**config.mk**
```make
export PLATFORM = sky130hd
export DESIGN_NAME = srcs_device_flat
export DESIGN_NICKNAME = d
export VERILOG_FILES = /design/src/srcs_pkg.sv /design/src/srcs_bus_if.sv /design/src/srcs_device.sv /design/src/flat_wrapper.sv
export SDC_FILE = /design/constraint.sdc
export NUM_CORES = 2
export LEC_CHECK = 0
export BUFFER_PORTS_ARGS = -buffer_cell sky130_fd_sc_hd__buf_2
export CORE_MARGIN = 4
export CORE_UTILIZATION = 23
export CTS_CLUSTER_DIAMETER = 60
export CTS_CLUSTER_SIZE = 12
export DETAILED_ROUTE_END_ITERATION = 7
export PLACE_DENSITY = 0.37
export SYNTH_ARGS = -nofsm -noshare
export SYNTH_HDL_FRONTEND = slang
export SYNTH_SLANG_ARGS = --single-unit
```
**constraint.sdc**
```tcl
create_clock -name clock -period 5.93 [get_ports clock]
set_clock_uncertainty 0.15 [all_clocks]
set_input_delay 1.4825 -clock clock [delete_from_list [all_inputs] [get_ports clock]]
set_output_delay 1.4825 -clock clock [all_outputs]
set_load 0.01 [all_outputs]
```
**src/srcs_pkg.sv**
```systemverilog
// shared constants, types and decode helpers for the secure region command sequencer
//
// Functional notes
// - lock mode entry: write 40 to unlock address
// - region mode entry: write 88 to unlock
// - entry accepted only while every bank idle
// - mode commands honoured only inside their mode
// - region load: 25, count, pairs, 29 commits
// - host writes word count as words minus one
// - lock load: 25, 0, data at 00, 29
// - first load address is lowest written word
// - host loads words in ascending address order
// - later addresses stay in same sector, page
// - region mode read returns stored region word
// - lock mode read returns lock register value
// - only read commands use read cycles
// - upper data lane ignored in command cycles
// - host writes reset after a bad sequence
// - F0 write anywhere leaves either mode, except as a data word in the data phase
// - resumes act only while matching suspend holds
// - blank check only with config bit 15 set
package srcs_pkg;
  localparam int ADDR_W = 20;
  localparam int OFS_W = 12;
  localparam int SEC_W = 8;
  localparam int DATA_W = 16;
  localparam int PAGE_WORDS = 32;
  localparam int REGION_WORDS = 128;
  localparam int IDX_W = 5;
  localparam int RIDX_W = 7;

  // command codes, low data byte only
  localparam logic [7:0] CMD_LOCK_ENTRY = 8'h40;
  localparam logic [7:0] CMD_REGION_ENTRY = 8'h88;
  localparam logic [7:0] CMD_BUFFER_LOAD = 8'h25;
  localparam logic [7:0] CMD_BUFFER_COMMIT = 8'h29;
  localparam logic [7:0] CMD_EXIT = 8'hf0;
  localparam logic [7:0] CMD_LOCK_ZERO = 8'h00;
  localparam logic [7:0] CMD_PROG_RESUME = 8'h50;
  localparam logic [7:0] CMD_ERASE_RESUME = 8'h30;
  localparam logic [7:0] CMD_BLANK_CHECK = 8'h33;

  // sector offsets, word and byte addressing
  localparam logic [OFS_W-1:0] UNLOCK1_WORD = 12'h555;
  localparam logic [OFS_W-1:0] UNLOCK1_BYTE = 12'haaa;
  localparam logic [OFS_W-1:0] UNLOCK2_WORD = 12'h2aa;
  localparam logic [OFS_W-1:0] UNLOCK2_BYTE = 12'h554;
  localparam logic [OFS_W-1:0] LOCK_DATA_OFS = 12'h000;

  localparam int CFG_ASYNC_BIT = 15;
  localparam logic [DATA_W-1:0] LOCK_RESET = 16'hffff;
  localparam logic [DATA_W-1:0] ERASED_WORD = 16'hffff;
  localparam logic [DATA_W-1:0] UNKNOWN_READ = 16'h0000;

  typedef enum logic [2:0] {
    OP_ENTER_LOCK = 3'h0,
    OP_ENTER_REGION = 3'h1,
    OP_EXIT = 3'h2,
    OP_READ = 3'h3,
    OP_REGION_PROGRAM = 3'h4,
    OP_LOCK_WRITE = 3'h5
  } srcs_op_e;

  function automatic logic [OFS_W-1:0] unlock1(input logic byteMode);
    unlock1 = byteMode ? UNLOCK1_BYTE : UNLOCK1_WORD;
  endfunction : unlock1

  function automatic logic [OFS_W-1:0] unlock2(input logic byteMode);
    unlock2 = byteMode ? UNLOCK2_BYTE : UNLOCK2_WORD;
  endfunction : unlock2

  // word index of a bus offset
  function automatic logic [OFS_W-1:0] wordOfs(input logic [OFS_W-1:0] ofs, input logic byteMode);
    wordOfs = byteMode ? {1'b0, ofs[OFS_W-1:1]} : ofs;
  endfunction : wordOfs

  // bus offset of a word index
  function automatic logic [OFS_W-1:0] busOfs(input logic [OFS_W-1:0] ofs, input logic byteMode);
    busOfs = byteMode ? {ofs[OFS_W-2:0], 1'b0} : ofs;
  endfunction : busOfs
endpackage : srcs_pkg
```
**src/srcs_bus_if.sv**
```systemverilog
// multiplexed bus cycles between host controller and command sequencer
`timescale 1ns/1ps
interface srcs_bus_if;
  logic cycValid;
  logic cycWrite;
  logic byteMode;
  logic [srcs_pkg::ADDR_W-1:0] cycAddr;
  logic [srcs_pkg::DATA_W-1:0] cycData;
  logic rspValid;
  logic [srcs_pkg::DATA_W-1:0] rspData;

  modport device (
    input cycValid, cycWrite, byteMode, cycAddr, cycData,
    output rspValid, rspData
  );
  modport host (
    output cycValid, cycWrite, byteMode, cycAddr, cycData,
    input rspValid, rspData
  );
endinterface : srcs_bus_if

```
**src/srcs_device.sv**
```systemverilog
// device end: decodes region and lock command sequences, holds region words and lock value
`timescale 1ns/1ps
module srcs_device (
  input wire logic clock,
  input wire logic srst,
  srcs_bus_if.device bus,
  input wire logic allBanksIdle,
  input wire logic programSuspended,
  input wire logic eraseSuspended,
  input wire logic [srcs_pkg::DATA_W-1:0] configRegister,
  input wire logic [srcs_pkg::DATA_W-1:0] arrayData,
  output logic modeRegion,
  output logic modeLock,
  output logic modeUnknown,
  output logic programResume,
  output logic eraseResume,
  output logic blankCheckStart,
  output logic commitDone,
  output logic [srcs_pkg::DATA_W-1:0] lockRegisterValue
);
  typedef enum logic [3:0] {
    S_NORMAL = 4'b0000,
    S_REG_IDLE = 4'b0001,
    S_REG_COUNT = 4'b0011,
    S_REG_DATA = 4'b0010,
    S_REG_CONFIRM = 4'b0110,
    S_LOCK_IDLE = 4'b0100,
    S_LOCK_ZERO = 4'b0101,
    S_LOCK_DATA = 4'b0111,
    S_LOCK_CONFIRM = 4'b1111,
    S_UNKNOWN = 4'b1000
  } srcs_dstate_e;

  srcs_dstate_e state;
  srcs_dstate_e next_state;

  logic [srcs_pkg::DATA_W-1:0] region [srcs_pkg::REGION_WORDS];
  logic [srcs_pkg::DATA_W-1:0] bufWord [srcs_pkg::PAGE_WORDS];
  logic [srcs_pkg::PAGE_WORDS-1:0] bufMask;
  logic [srcs_pkg::IDX_W-1:0] left;
  logic firstWord;
  logic [1:0] page;
  logic [srcs_pkg::SEC_W-1:0] loadSector;
  logic [srcs_pkg::DATA_W-1:0] lockPending;

  logic wr;
  logic rd;
  logic [7:0] code;
  logic [srcs_pkg::SEC_W-1:0] sec;
  logic [srcs_pkg::OFS_W-1:0] ofs;
  logic [srcs_pkg::OFS_W-1:0] wIdx;
  logic atUnlock1;
  logic atUnlock2;
  logic isExit;
  logic dataPhase;
  logic pageOk;

  // --------------------------------------------------------------
  // cycle decode
  // --------------------------------------------------------------
  // reads never decode
  assign wr = bus.cycValid && bus.cycWrite;
  assign rd = bus.cycValid && !bus.cycWrite;
  assign code = bus.cycData[7:0];
  assign sec = bus.cycAddr[srcs_pkg::ADDR_W-1:srcs_pkg::OFS_W];
  assign ofs = bus.cycAddr[srcs_pkg::OFS_W-1:0];
  assign wIdx = srcs_pkg::wordOfs(ofs, bus.byteMode);
  assign atUnlock1 = (ofs == srcs_pkg::unlock1(bus.byteMode));
  assign atUnlock2 = (ofs == srcs_pkg::unlock2(bus.byteMode));
  assign dataPhase = (state == S_REG_DATA) || (state == S_LOCK_DATA);
  assign isExit = wr && !dataPhase && (code == srcs_pkg::CMD_EXIT);
  assign pageOk = firstWord || ((sec == loadSector) && (wIdx[6:5] == page));

  // --------------------------------------------------------------
  // next mode
  // --------------------------------------------------------------
  always_comb begin
    next_state = state;
    if (isExit) begin
      next_state = S_NORMAL;
    end else if (wr) begin
      unique case (state)
        S_NORMAL: begin
          if (allBanksIdle && atUnlock1 && code == srcs_pkg::CMD_LOCK_ENTRY) begin
            next_state = S_LOCK_IDLE;
          end else if (allBanksIdle && atUnlock1 && code == srcs_pkg::CMD_REGION_ENTRY) begin
            next_state = S_REG_IDLE;
          end
        end
        S_REG_IDLE: begin
          if (atUnlock1 && code == srcs_pkg::CMD_BUFFER_LOAD) begin
            next_state = S_REG_COUNT;
          end
        end
        S_REG_COUNT: begin
          if (atUnlock2 && code < 8'(srcs_pkg::PAGE_WORDS)) begin
            next_state = S_REG_DATA;
          end else begin
            next_state = S_UNKNOWN;
          end
        end
        S_REG_DATA: begin
          if (!pageOk || wIdx >= 12'(srcs_pkg::REGION_WORDS)) begin
            next_state = S_UNKNOWN;
          end else if (left == '0) begin
            next_state = S_REG_CONFIRM;
          end
        end
        S_REG_CONFIRM: begin
          next_state = (atUnlock1 && code == srcs_pkg::CMD_BUFFER_COMMIT) ? S_REG_IDLE : S_UNKNOWN;
        end
        S_LOCK_IDLE: begin
          if (atUnlock1 && code == srcs_pkg::CMD_BUFFER_LOAD) begin
            next_state = S_LOCK_ZERO;
          end
        end
        S_LOCK_ZERO: begin
          next_state = (atUnlock2 && code == srcs_pkg::CMD_LOCK_ZERO) ? S_LOCK_DATA : S_UNKNOWN;
        end
        S_LOCK_DATA: begin
          next_state = (ofs == srcs_pkg::LOCK_DATA_OFS) ? S_LOCK_CONFIRM : S_UNKNOWN;
        end
        S_LOCK_CONFIRM: begin
          next_state = (atUnlock1 && code == srcs_pkg::CMD_BUFFER_COMMIT) ? S_LOCK_IDLE : S_UNKNOWN;
        end
        S_UNKNOWN: next_state = S_UNKNOWN;
        default: next_state = S_UNKNOWN;
      endcase
    end
  end

  // --------------------------------------------------------------
  // mode register
  // --------------------------------------------------------------
  always_ff @(posedge clock) begin
    if (srst) begin
      state <= S_NORMAL;
      modeRegion <= 1'b0;
      modeLock <= 1'b0;
      modeUnknown <= 1'b0;
    end else begin
      state <= next_state;
      modeRegion <= next_state inside {S_REG_IDLE, S_REG_COUNT, S_REG_DATA, S_REG_CONFIRM};
      modeLock <= next_state inside {S_LOCK_IDLE, S_LOCK_ZERO, S_LOCK_DATA, S_LOCK_CONFIRM};
      modeUnknown <= (next_state == S_UNKNOWN);
    end
  end

  // --------------------------------------------------------------
  // write buffer load
  // --------------------------------------------------------------
  always_ff @(posedge clock) begin
    if (srst) begin
      bufMask <= '0;
      left <= '0;
      firstWord <= 1'b0;
      page <= 2'h0;
      loadSector <= '0;
      lockPending <= '0;
    end else if (wr && state == S_REG_COUNT) begin
      bufMask <= '0;
      left <= code[srcs_pkg::IDX_W-1:0];
      firstWord <= 1'b1;
    end else if (wr && state == S_REG_DATA && pageOk) begin
      // full word kept as program data
      bufWord[wIdx[srcs_pkg::IDX_W-1:0]] <= bus.cycData;
      bufMask[wIdx[srcs_pkg::IDX_W-1:0]] <= 1'b1;
      left <= left - 5'h01;
      firstWord <= 1'b0;
      if (firstWord) begin
        page <= wIdx[6:5];
        loadSector <= sec;
      end
    end else if (wr && state == S_LOCK_DATA) begin
      lockPending <= bus.cycData;
    end
  end

  // --------------------------------------------------------------
  // commit to region and lock value
  // --------------------------------------------------------------
  always_ff @(posedge clock) begin
    commitDone <= 1'b0;
    if (srst) begin
      for (int i = 0; i < srcs_pkg::REGION_WORDS; i++) begin
        region[i] <= srcs_pkg::ERASED_WORD;
      end
      lockRegisterValue <= srcs_pkg::LOCK_RESET;
    end else if (wr && atUnlock1 && code == srcs_pkg::CMD_BUFFER_COMMIT) begin
      if (state == S_REG_CONFIRM) begin
        for (int i = 0; i < srcs_pkg::PAGE_WORDS; i++) begin
          if (bufMask[i]) begin
            region[{page, 5'(i)}] <= bufWord[i];
          end
        end
        commitDone <= 1'b1;
      end else if (state == S_LOCK_CONFIRM) begin
        lockRegisterValue <= lockPending;
        commitDone <= 1'b1;
      end
    end
  end

  // --------------------------------------------------------------
  // normal mode side commands
  // --------------------------------------------------------------
  always_ff @(posedge clock) begin
    programResume <= 1'b0;
    eraseResume <= 1'b0;
    blankCheckStart <= 1'b0;
    if (!srst && wr && state == S_NORMAL) begin
      programResume <= (code == srcs_pkg::CMD_PROG_RESUME) && programSuspended;
      eraseResume <= (code == srcs_pkg::CMD_ERASE_RESUME) && eraseSuspended;
      blankCheckStart <= (code == srcs_pkg::CMD_BLANK_CHECK) && configRegister[srcs_pkg::CFG_ASYNC_BIT];
    end
  end

  // --------------------------------------------------------------
  // read answers
  // --------------------------------------------------------------
  always_ff @(posedge clock) begin
    if (srst) begin
      bus.rspValid <= 1'b0;
      bus.rspData <= '0;
    end else begin
      bus.rspValid <= rd;
      if (rd) begin
        if (modeRegion) begin
          bus.rspData <= region[wIdx[srcs_pkg::RIDX_W-1:0]];
        end else if (modeLock) begin
          bus.rspData <= lockRegisterValue;
        end else if (modeUnknown) begin
          bus.rspData <= srcs_pkg::UNKNOWN_READ;
        end else begin
          bus.rspData <= arrayData;
        end
      end
    end
  end
endmodule : srcs_device

```
**src/flat_wrapper.sv**
```systemverilog
// flat-port wrapper written by rule: the top's interface ports become plain ports
module srcs_device_flat 
  (clock, srst, allBanksIdle, programSuspended, eraseSuspended, configRegister, arrayData, modeRegion, modeLock, modeUnknown, programResume, eraseResume, blankCheckStart, commitDone, lockRegisterValue, bus_cycValid, bus_cycWrite, bus_byteMode, bus_cycAddr, bus_cycData, bus_rspValid, bus_rspData);
  srcs_bus_if bus_i ();
  input wire logic clock;
  input wire logic srst;
  input wire logic allBanksIdle;
  input wire logic programSuspended;
  input wire logic eraseSuspended;
  input wire logic [srcs_pkg::DATA_W-1:0] configRegister;
  input wire logic [srcs_pkg::DATA_W-1:0] arrayData;
  output logic modeRegion;
  output logic modeLock;
  output logic modeUnknown;
  output logic programResume;
  output logic eraseResume;
  output logic blankCheckStart;
  output logic commitDone;
  output logic [srcs_pkg::DATA_W-1:0] lockRegisterValue;
  input wire logic [$bits(bus_i.cycValid)-1:0] bus_cycValid;
  input wire logic [$bits(bus_i.cycWrite)-1:0] bus_cycWrite;
  input wire logic [$bits(bus_i.byteMode)-1:0] bus_byteMode;
  input wire logic [$bits(bus_i.cycAddr)-1:0] bus_cycAddr;
  input wire logic [$bits(bus_i.cycData)-1:0] bus_cycData;
  output wire logic [$bits(bus_i.rspValid)-1:0] bus_rspValid;
  output wire logic [$bits(bus_i.rspData)-1:0] bus_rspData;
  assign bus_i.cycValid = bus_cycValid;
  assign bus_i.cycWrite = bus_cycWrite;
  assign bus_i.byteMode = bus_byteMode;
  assign bus_i.cycAddr = bus_cycAddr;
  assign bus_i.cycData = bus_cycData;
  assign bus_rspValid = bus_i.rspValid;
  assign bus_rspData = bus_i.rspData;
  srcs_device u_core (.clock(clock), .srst(srst), .bus(bus_i), .allBanksIdle(allBanksIdle), .programSuspended(programSuspended), .eraseSuspended(eraseSuspended), .configRegister(configRegister), .arrayData(arrayData), .modeRegion(modeRegion), .modeLock(modeLock), .modeUnknown(modeUnknown), .programResume(programResume), .eraseResume(eraseResume), .blankCheckStart(blankCheckStart), .commitDone(commitDone), .lockRegisterValue(lockRegisterValue));
endmodule
```
# [Word-level counts from Yosys, hierarchy flattened]
# Memories as Yosys holds them, arrays and structs flattened.
# Cells that the tools add are included.
[classes] n_eq_ne=29 bitwise=5 n_reduce_logical=75 order_cmp=4 n_addsub=1 mux=290
[ops] cell="$mux 16" count=35
[ops] cell="$reduce_or 16->1" count=32
[ops] cell="$mux 7" count=32
[ops] cell="$mux 1" count=203
[ops] cell="$mux 4" count=12
[ops] cell="$pmux 4 s9" count=1
[ops] cell="$eq 4x3->1 const B" count=8
[ops] cell="$eq 8x6->1 const B" count=4
[ops] cell="$or 32x32->32" count=1
[ops] cell="$eq 12x12->1" count=2
[ops] cell="$logic_and 1x1->1" count=24
[ops] cell="$mux 12" count=2
[ops] cell="$eq 4x2->1 const B" count=4
[ops] cell="$eq 8x7->1 const B" count=2
[ops] cell="$eq 8x8->1 const B" count=2
[ops] cell="$eq 4x4->1 const B" count=3
[ops] cell="$ge 12x8->1 const B" count=1
[ops] cell="$logic_not 12->1" count=1
[ops] cell="$mux 11" count=1
[ops] cell="$mux 5" count=2
[ops] cell="$reduce_and 3->1" count=3
[ops] cell="$eq 4x1->1 const B" count=2
[ops] cell="$eq 8x8->1" count=1
[ops] cell="$logic_not 8->1" count=1
[ops] cell="15 further kinds" count=25
[totals] regBits=108 mem_bits_rw=2560 output_inout_bits=40 memories=2 in_bits=76 elab_cells=423
[memory_table] name="u_core.region" depth=128 word_bits=16 rd=1 rd_ports_with_merged_regs=0 wr=128 line="srcs_device.sv:37" source="logic [srcs_pkg::DATA_W-1:0] region [srcs_pkg::REGION_WORDS];"
[memory_table] name="u_core.bufWord" depth=32 word_bits=16 rd=32 rd_ports_with_merged_regs=0 wr=1 line="srcs_device.sv:38" source="logic [srcs_pkg::DATA_W-1:0] bufWord [srcs_pkg::PAGE_WORDS];"

# [Depth between registers and ports, before layout]
[logic_depth] depth_word=12 depth_mapped=17 depth_no_buf=9

# [Least setup slack after synthesis]
# No wires, ideal clock.
[synth_path] kind="in2reg" startpoint="input bus_byteMode" endpoint="memory u_core.region[55][0] in the netlist's numbering (enable)" path_slack_ps=485 path_stages=16 setup_ps=373 arrival_time_ps=4922 required_ps=5407 path_buffers=7 path_cell_list="buf_6 > buf_4 > buf_2 > buf_2 > inv_1 > clkbuf_1 > ha_1 > nand4bb_1 > nor2_1 > o2111ai_1 > or3_4 > nor3b_2 > buf_2 > and2_1 > buf_2 > or2_1"
[synth_lines] item="from (decl)" line="flat_wrapper.sv:22" source="input wire logic [$bits(bus_i.byteMode)-1:0] bus_byteMode;"
[synth_lines] item="to (decl)" line="srcs_device.sv:37"

# [Worst setup path after layout]
[layout_path] startpoint="input bus_cycAddr[0]" endpoint="register u_core.bus.rspData[0]"
[layout_via] elab_chain_len=3
[layout_rtl] item="from (decl)" line="flat_wrapper.sv:23" source="input wire logic [$bits(bus_i.cycAddr)-1:0] bus_cycAddr;"
[layout_rtl] item="$mux 12" line="srcs_pkg.sv:74" source="wordOfs = byteMode ? {1'b0, ofs[OFS_W-1:1]} : ofs;"
[layout_rtl] item="$mem_v2 128x16"
[layout_rtl] item="$mux 16" line="srcs_device.sv:228" source="if (modeRegion) begin"
[layout_rtl] item="to (signal assigned)" line="srcs_device.sv:229" source="bus.rspData <= region[wIdx[srcs_pkg::RIDX_W-1:0]];"
[layout_rtl] item="to (signal assigned)" line="srcs_device.sv:231" source="bus.rspData <= lockRegisterValue;"
[layout_rtl] item="to (signal assigned)" line="srcs_device.sv:233" source="bus.rspData <= srcs_pkg::UNKNOWN_READ;"
[layout_rtl] item="to (decl)" line="srcs_bus_if.sv:14" source="output rspValid, rspData"
# No other way between the ends.
# A chain may end at the register's enable or synchronous reset.

==> run summary <==
The HPWL after detailed placement is ~420000 um. The count of endpoints failing hold in the final timing report is 0. The wire length on met1 came out at roughly 240000 um. The endpoint identified for the worst register-to-register timing path is u_core.region[83][8]. Dividing the synthesized area by the synthesized cell count gives 15.4 sq um. The die is 708 um tall.

The maximum VDD drop is around 0.00023 V. The clock-pin slew reported for the worst setup and hold paths after clock tree synthesis came out at about 60 ps. The layout overhead on the synthesized area came out at 21.5%.

The average detailed-routed wire length per instance is 39.2 um. The area of the die came out at 501000 sq um. The total of hold buffers inserted after clock tree synthesis is 0. Buffers added to address setup during post-CTS repair amount to 0.

The level count of the clock H-tree came out at 5. The worst endpoint data arrival time is roughly 5700 ps. The multi-input gate area in the final layout came out at between 30000 and 40000 sq um.

Headroom to the max-slew limit came out at -3.32%. The maximum clock insertion buffer count came out at 4. The time the worst path needs with I/O delays and setup came out at ~5000 ps. In this run the top signal layer used is met5. The final critical-path share of the clock period came out at 84.6%.

The pin count of the biggest net entering global routing is 66. In the synthesized netlist, the number of instances is about 7300. The first-pass GRT wire length is 746000 um.

For this configuration, the core starts out at a cell density of roughly 23%. The flow ran to the end, but the final reports show violations. At the placement stage, the worst setup path has a slack of roughly 80 ps.

In the detailed route, the total length drawn on met3 is ~50000 um. The clock insertion delay at the later pin of the skew report came out at ~970 ps. The number of buffers added on ports came out at 100. The sort of element at the end of the critical path is a flop. The detail route stage leaves a number of antenna-violating nets equal to 0. After detailed routing, the number of vias per cell comes to approximately 5. The sum of routed wire length over all layers is 581000 um.

In this run the standard cell core region covers just under 500000 sq um. The setup TNS is 0 ps. Tracing the worst setup path back leads to its startpoint at bus_cycAddr[0].

The area of all sequential standard cells came out at between 70000 and 80000 sq um. The startpoint identified for the worst hold timing path is u_core.lockPending[11]. The first TritonRoute pass finished after 6 iterations. The sum of internal, switching and leakage power is 45.3 mW.

The post-synthesis cell area came out at between 100000 and 150000 sq um. The detailed-routed wire length on met2 came out at ~260000 um. The net count of the finished layout came out at approximately 8200. Across the run, the number of max-cap violations was 0. The setup slack of the worst register-to-register path came out at about 2100 ps.

The number of pins exceeding their max-slew limit in the final report is 1. The power per cell area came out at ~330 nW/um^2. The die is 708 um wide. The startpoint identified for the worst register-to-register timing path is u_core.state[3].

The number of enable flip-flop cells after synthesis is approximately 2600. The required time at the endpoint of the critical path is 6620 ps. The leakage power total came out at approximately 44 nW.

The final instance area is around 140000 sq um. At the end of routability-driven placement, the weighted congestion stood at 1.01. The most critical setup path has its endpoint at u_core.bus.rspData[0].

The checks that failed: max-slew violations. Synthesis inferred 2668 register bits. The transition time at the pin with the least slew margin is about 1500 ps.

The worst setup path is of the in -> reg kind. For this run, the total global-route usage over all layers was measured as a little under a quarter. The TritonCTS sink count came out at 2668. The layout cell share with drive strength beyond 1 came out at between 30% and 40%.

The global-route congestion overflow total is 0. The number of top-level design ports is 116. Setup violations remaining at the end of the flow were counted as 0. Yosys printed 0 warnings. The achievable frequency is between 150 and 200 MHz. The DRC marker count from the first detailed-route iteration came out at between 9000 and 10000. The tree is rooted in a clkbuf_16. TritonCTS built the clock tree. The final route contains ~72000 vias.

The via count of the first global-routing pass came to around 70000. The share of the core filled with cells is around 28%. The tightest min-delay check is of the reg -> reg type. The net count after synthesis came out at between 7000 and 8000.

The detailed-route DRC error count is 0. Post-CTS repair changed the size of 0 cells. The number of distinct library cells after synthesis came out at a little under 80.

The row count is 256. In this run, CTS created clock tree buffers numbering between 300 and 400. After synthesis, flip-flops and latches occupy roughly 70% of the total area. The most used flip-flop cell after synthesis is edfxtp_1.

The share of flip-flops with an asynchronous set or reset after synthesis came out at 0%. The number of cells traversed by the worst register-to-register path is 8. Setup repair after global routing left no endpoint under its margin.

The minimum setup slack in the final design came out at approximately 900 ps. STA classifies the critical path startpoint as an input port. Of all nets on the critical path, the largest fanout is 27. The initial antenna violation count is 98. The filler cell count in the final layout is 49160. The placement-stage cell area came out at about 130000 sq um.
## layout by cell type, fill, tap and decap left out, drive strengths merged, types with 10 or more instances in the layout
cell type and count:
a22o 21, clkbuf 371, dfxtp 108, mux2i 172
and3 10, a21oi 202, nor4 28, nand3 26
a2111oi 24, o21ai 34, clkinvlp 18, nor2 122
a22oi 122, edfxtp 2560, mux4 370, nand2b 523
xor2 11, nor3 34, o221ai 11, a221oi 12
or2 1576, buf 871, o211ai 10, nand2 577
clkinv 78, o22ai 65, a211oi 31, bufinv 26
inv 54, nand4 36, and4 16, and2 42
diode 53, mux2 15
## worst max-delay path: stages
cell	delay, ps
buf_2	300
mux2_8	600
buf_4	650
mux4_2	720
a2111oi_0	1180
nand3_1	150
a21boi_0	410
o31ai_1	100
## cell families (layout without fill, tap and decap cells)
logic type	count (synthesis)	after routing	synth area share [%]
mux	557	557	9.08
compound gates	611	611	3.63
simple gates	3039	3039	15.4
buf+inv	410	1418	1.54
xor+xnor	11	11	0.0856
other cells	0	53	0
flops	2668	2668	70.2
fa+ha+maj	3	3	0.0333
## synthesized netlist by cell type (27+ instances only)
master | number | area [sq um]
edfxtp_1 | 2560 | 76900
or2_2 | 1235 | 7730
nand2_1 | 577 | 2170
nand2b_1 | 523 | 3270
mux4_2 | 370 | 8330
or2_1 | 341 | 2130
clkbuf_1 | 239 | 897
a21oi_1 | 202 | 1010
mux2i_1 | 172 | 1720
a22oi_1 | 122 | 916
nor2_1 | 122 | 458
dfxtp_1 | 108 | 2160
buf_2 | 106 | 531
o22ai_1 | 65 | 407
buf_1 | 37 | 139
nand4_1 | 36 | 225
nor3_1 | 33 | 165
a211oi_1 | 31 | 233
o21ai_0 | 30 | 150
nor4_1 | 27 | 169
## worst min-delay path by stage
stage / endpoint / slack [ps] / cells after the start
finish: u_core.lockPending[11] / 310 / 2
global route: u_core.bus.rspData[0] / 330 / 2
CTS: u_core.lockPending[7] / 310 / 2
detailed placement: u_core.bus.rspData[0] / 300 / 2
global placement: u_core.bus.rspData[9] / 310 / 2
floorplan: u_core.lockPending[0] / 290 / 2
## report_power, final
group / internal [mW] / switching, mW
Clock: 11.2 / 8.54
Sequential: 21.3 / 0.257
Combinational: 1.11 / 2.88
## state kept, by name, summed over array words and instances (netlist names)
| signal | flops |
|---|---|
| u_core.programResume | 1 |
| u_core.lockRegisterValue | 16 |
| u_core.region | 2048 |
| u_core.bufMask | 32 |
| u_core.modeRegion | 1 |
| u_core.bus.rspData | 16 |
| u_core.page | 2 |
| u_core.firstWord | 1 |
| u_core.modeLock | 1 |
| u_core.state | 4 |
| u_core.bus.rspValid | 1 |
| u_core.eraseResume | 1 |
| u_core.left | 5 |
| u_core.lockPending | 16 |
| u_core.commitDone | 1 |
| u_core.loadSector | 8 |
| u_core.modeUnknown | 1 |
| u_core.blankCheckStart | 1 |
| u_core.bufWord | 512 |
## cell type report
cell class / instances / area share (%)
Sequential cell: 2668 / 57.8
Multi-Input combinational cell: 4221 / 23.5
Clock buffer: 371 / 6.06
Tap cell: 6450 / 5.90
Timing Repair Buffer: 871 / 5.31
Clock inverter: 164 / 1.35
Antenna cell: 53 / 0.0970
Inverter: 12 / 0.0366
## stage by stage
step                      instances  hold WS [ps]
after floorplan                7299           286
after global placement        14222           306
after detailed placement      14222           298
after CTS                     14757           308
after global routing          14777           327
final                         14810           307
## routing by layer
| layer | vias up | GRT usage (%) |
|---|---|---|
| li1 | 28872 | - |
| met1 | 39156 | 30.2 |
| met2 | 3544 | 34.7 |
| met3 | 786 | 5.42 |
| met4 | 14 | 10.4 |
| met5 | - | 0 |
Power figures use the tool's default switching activity.
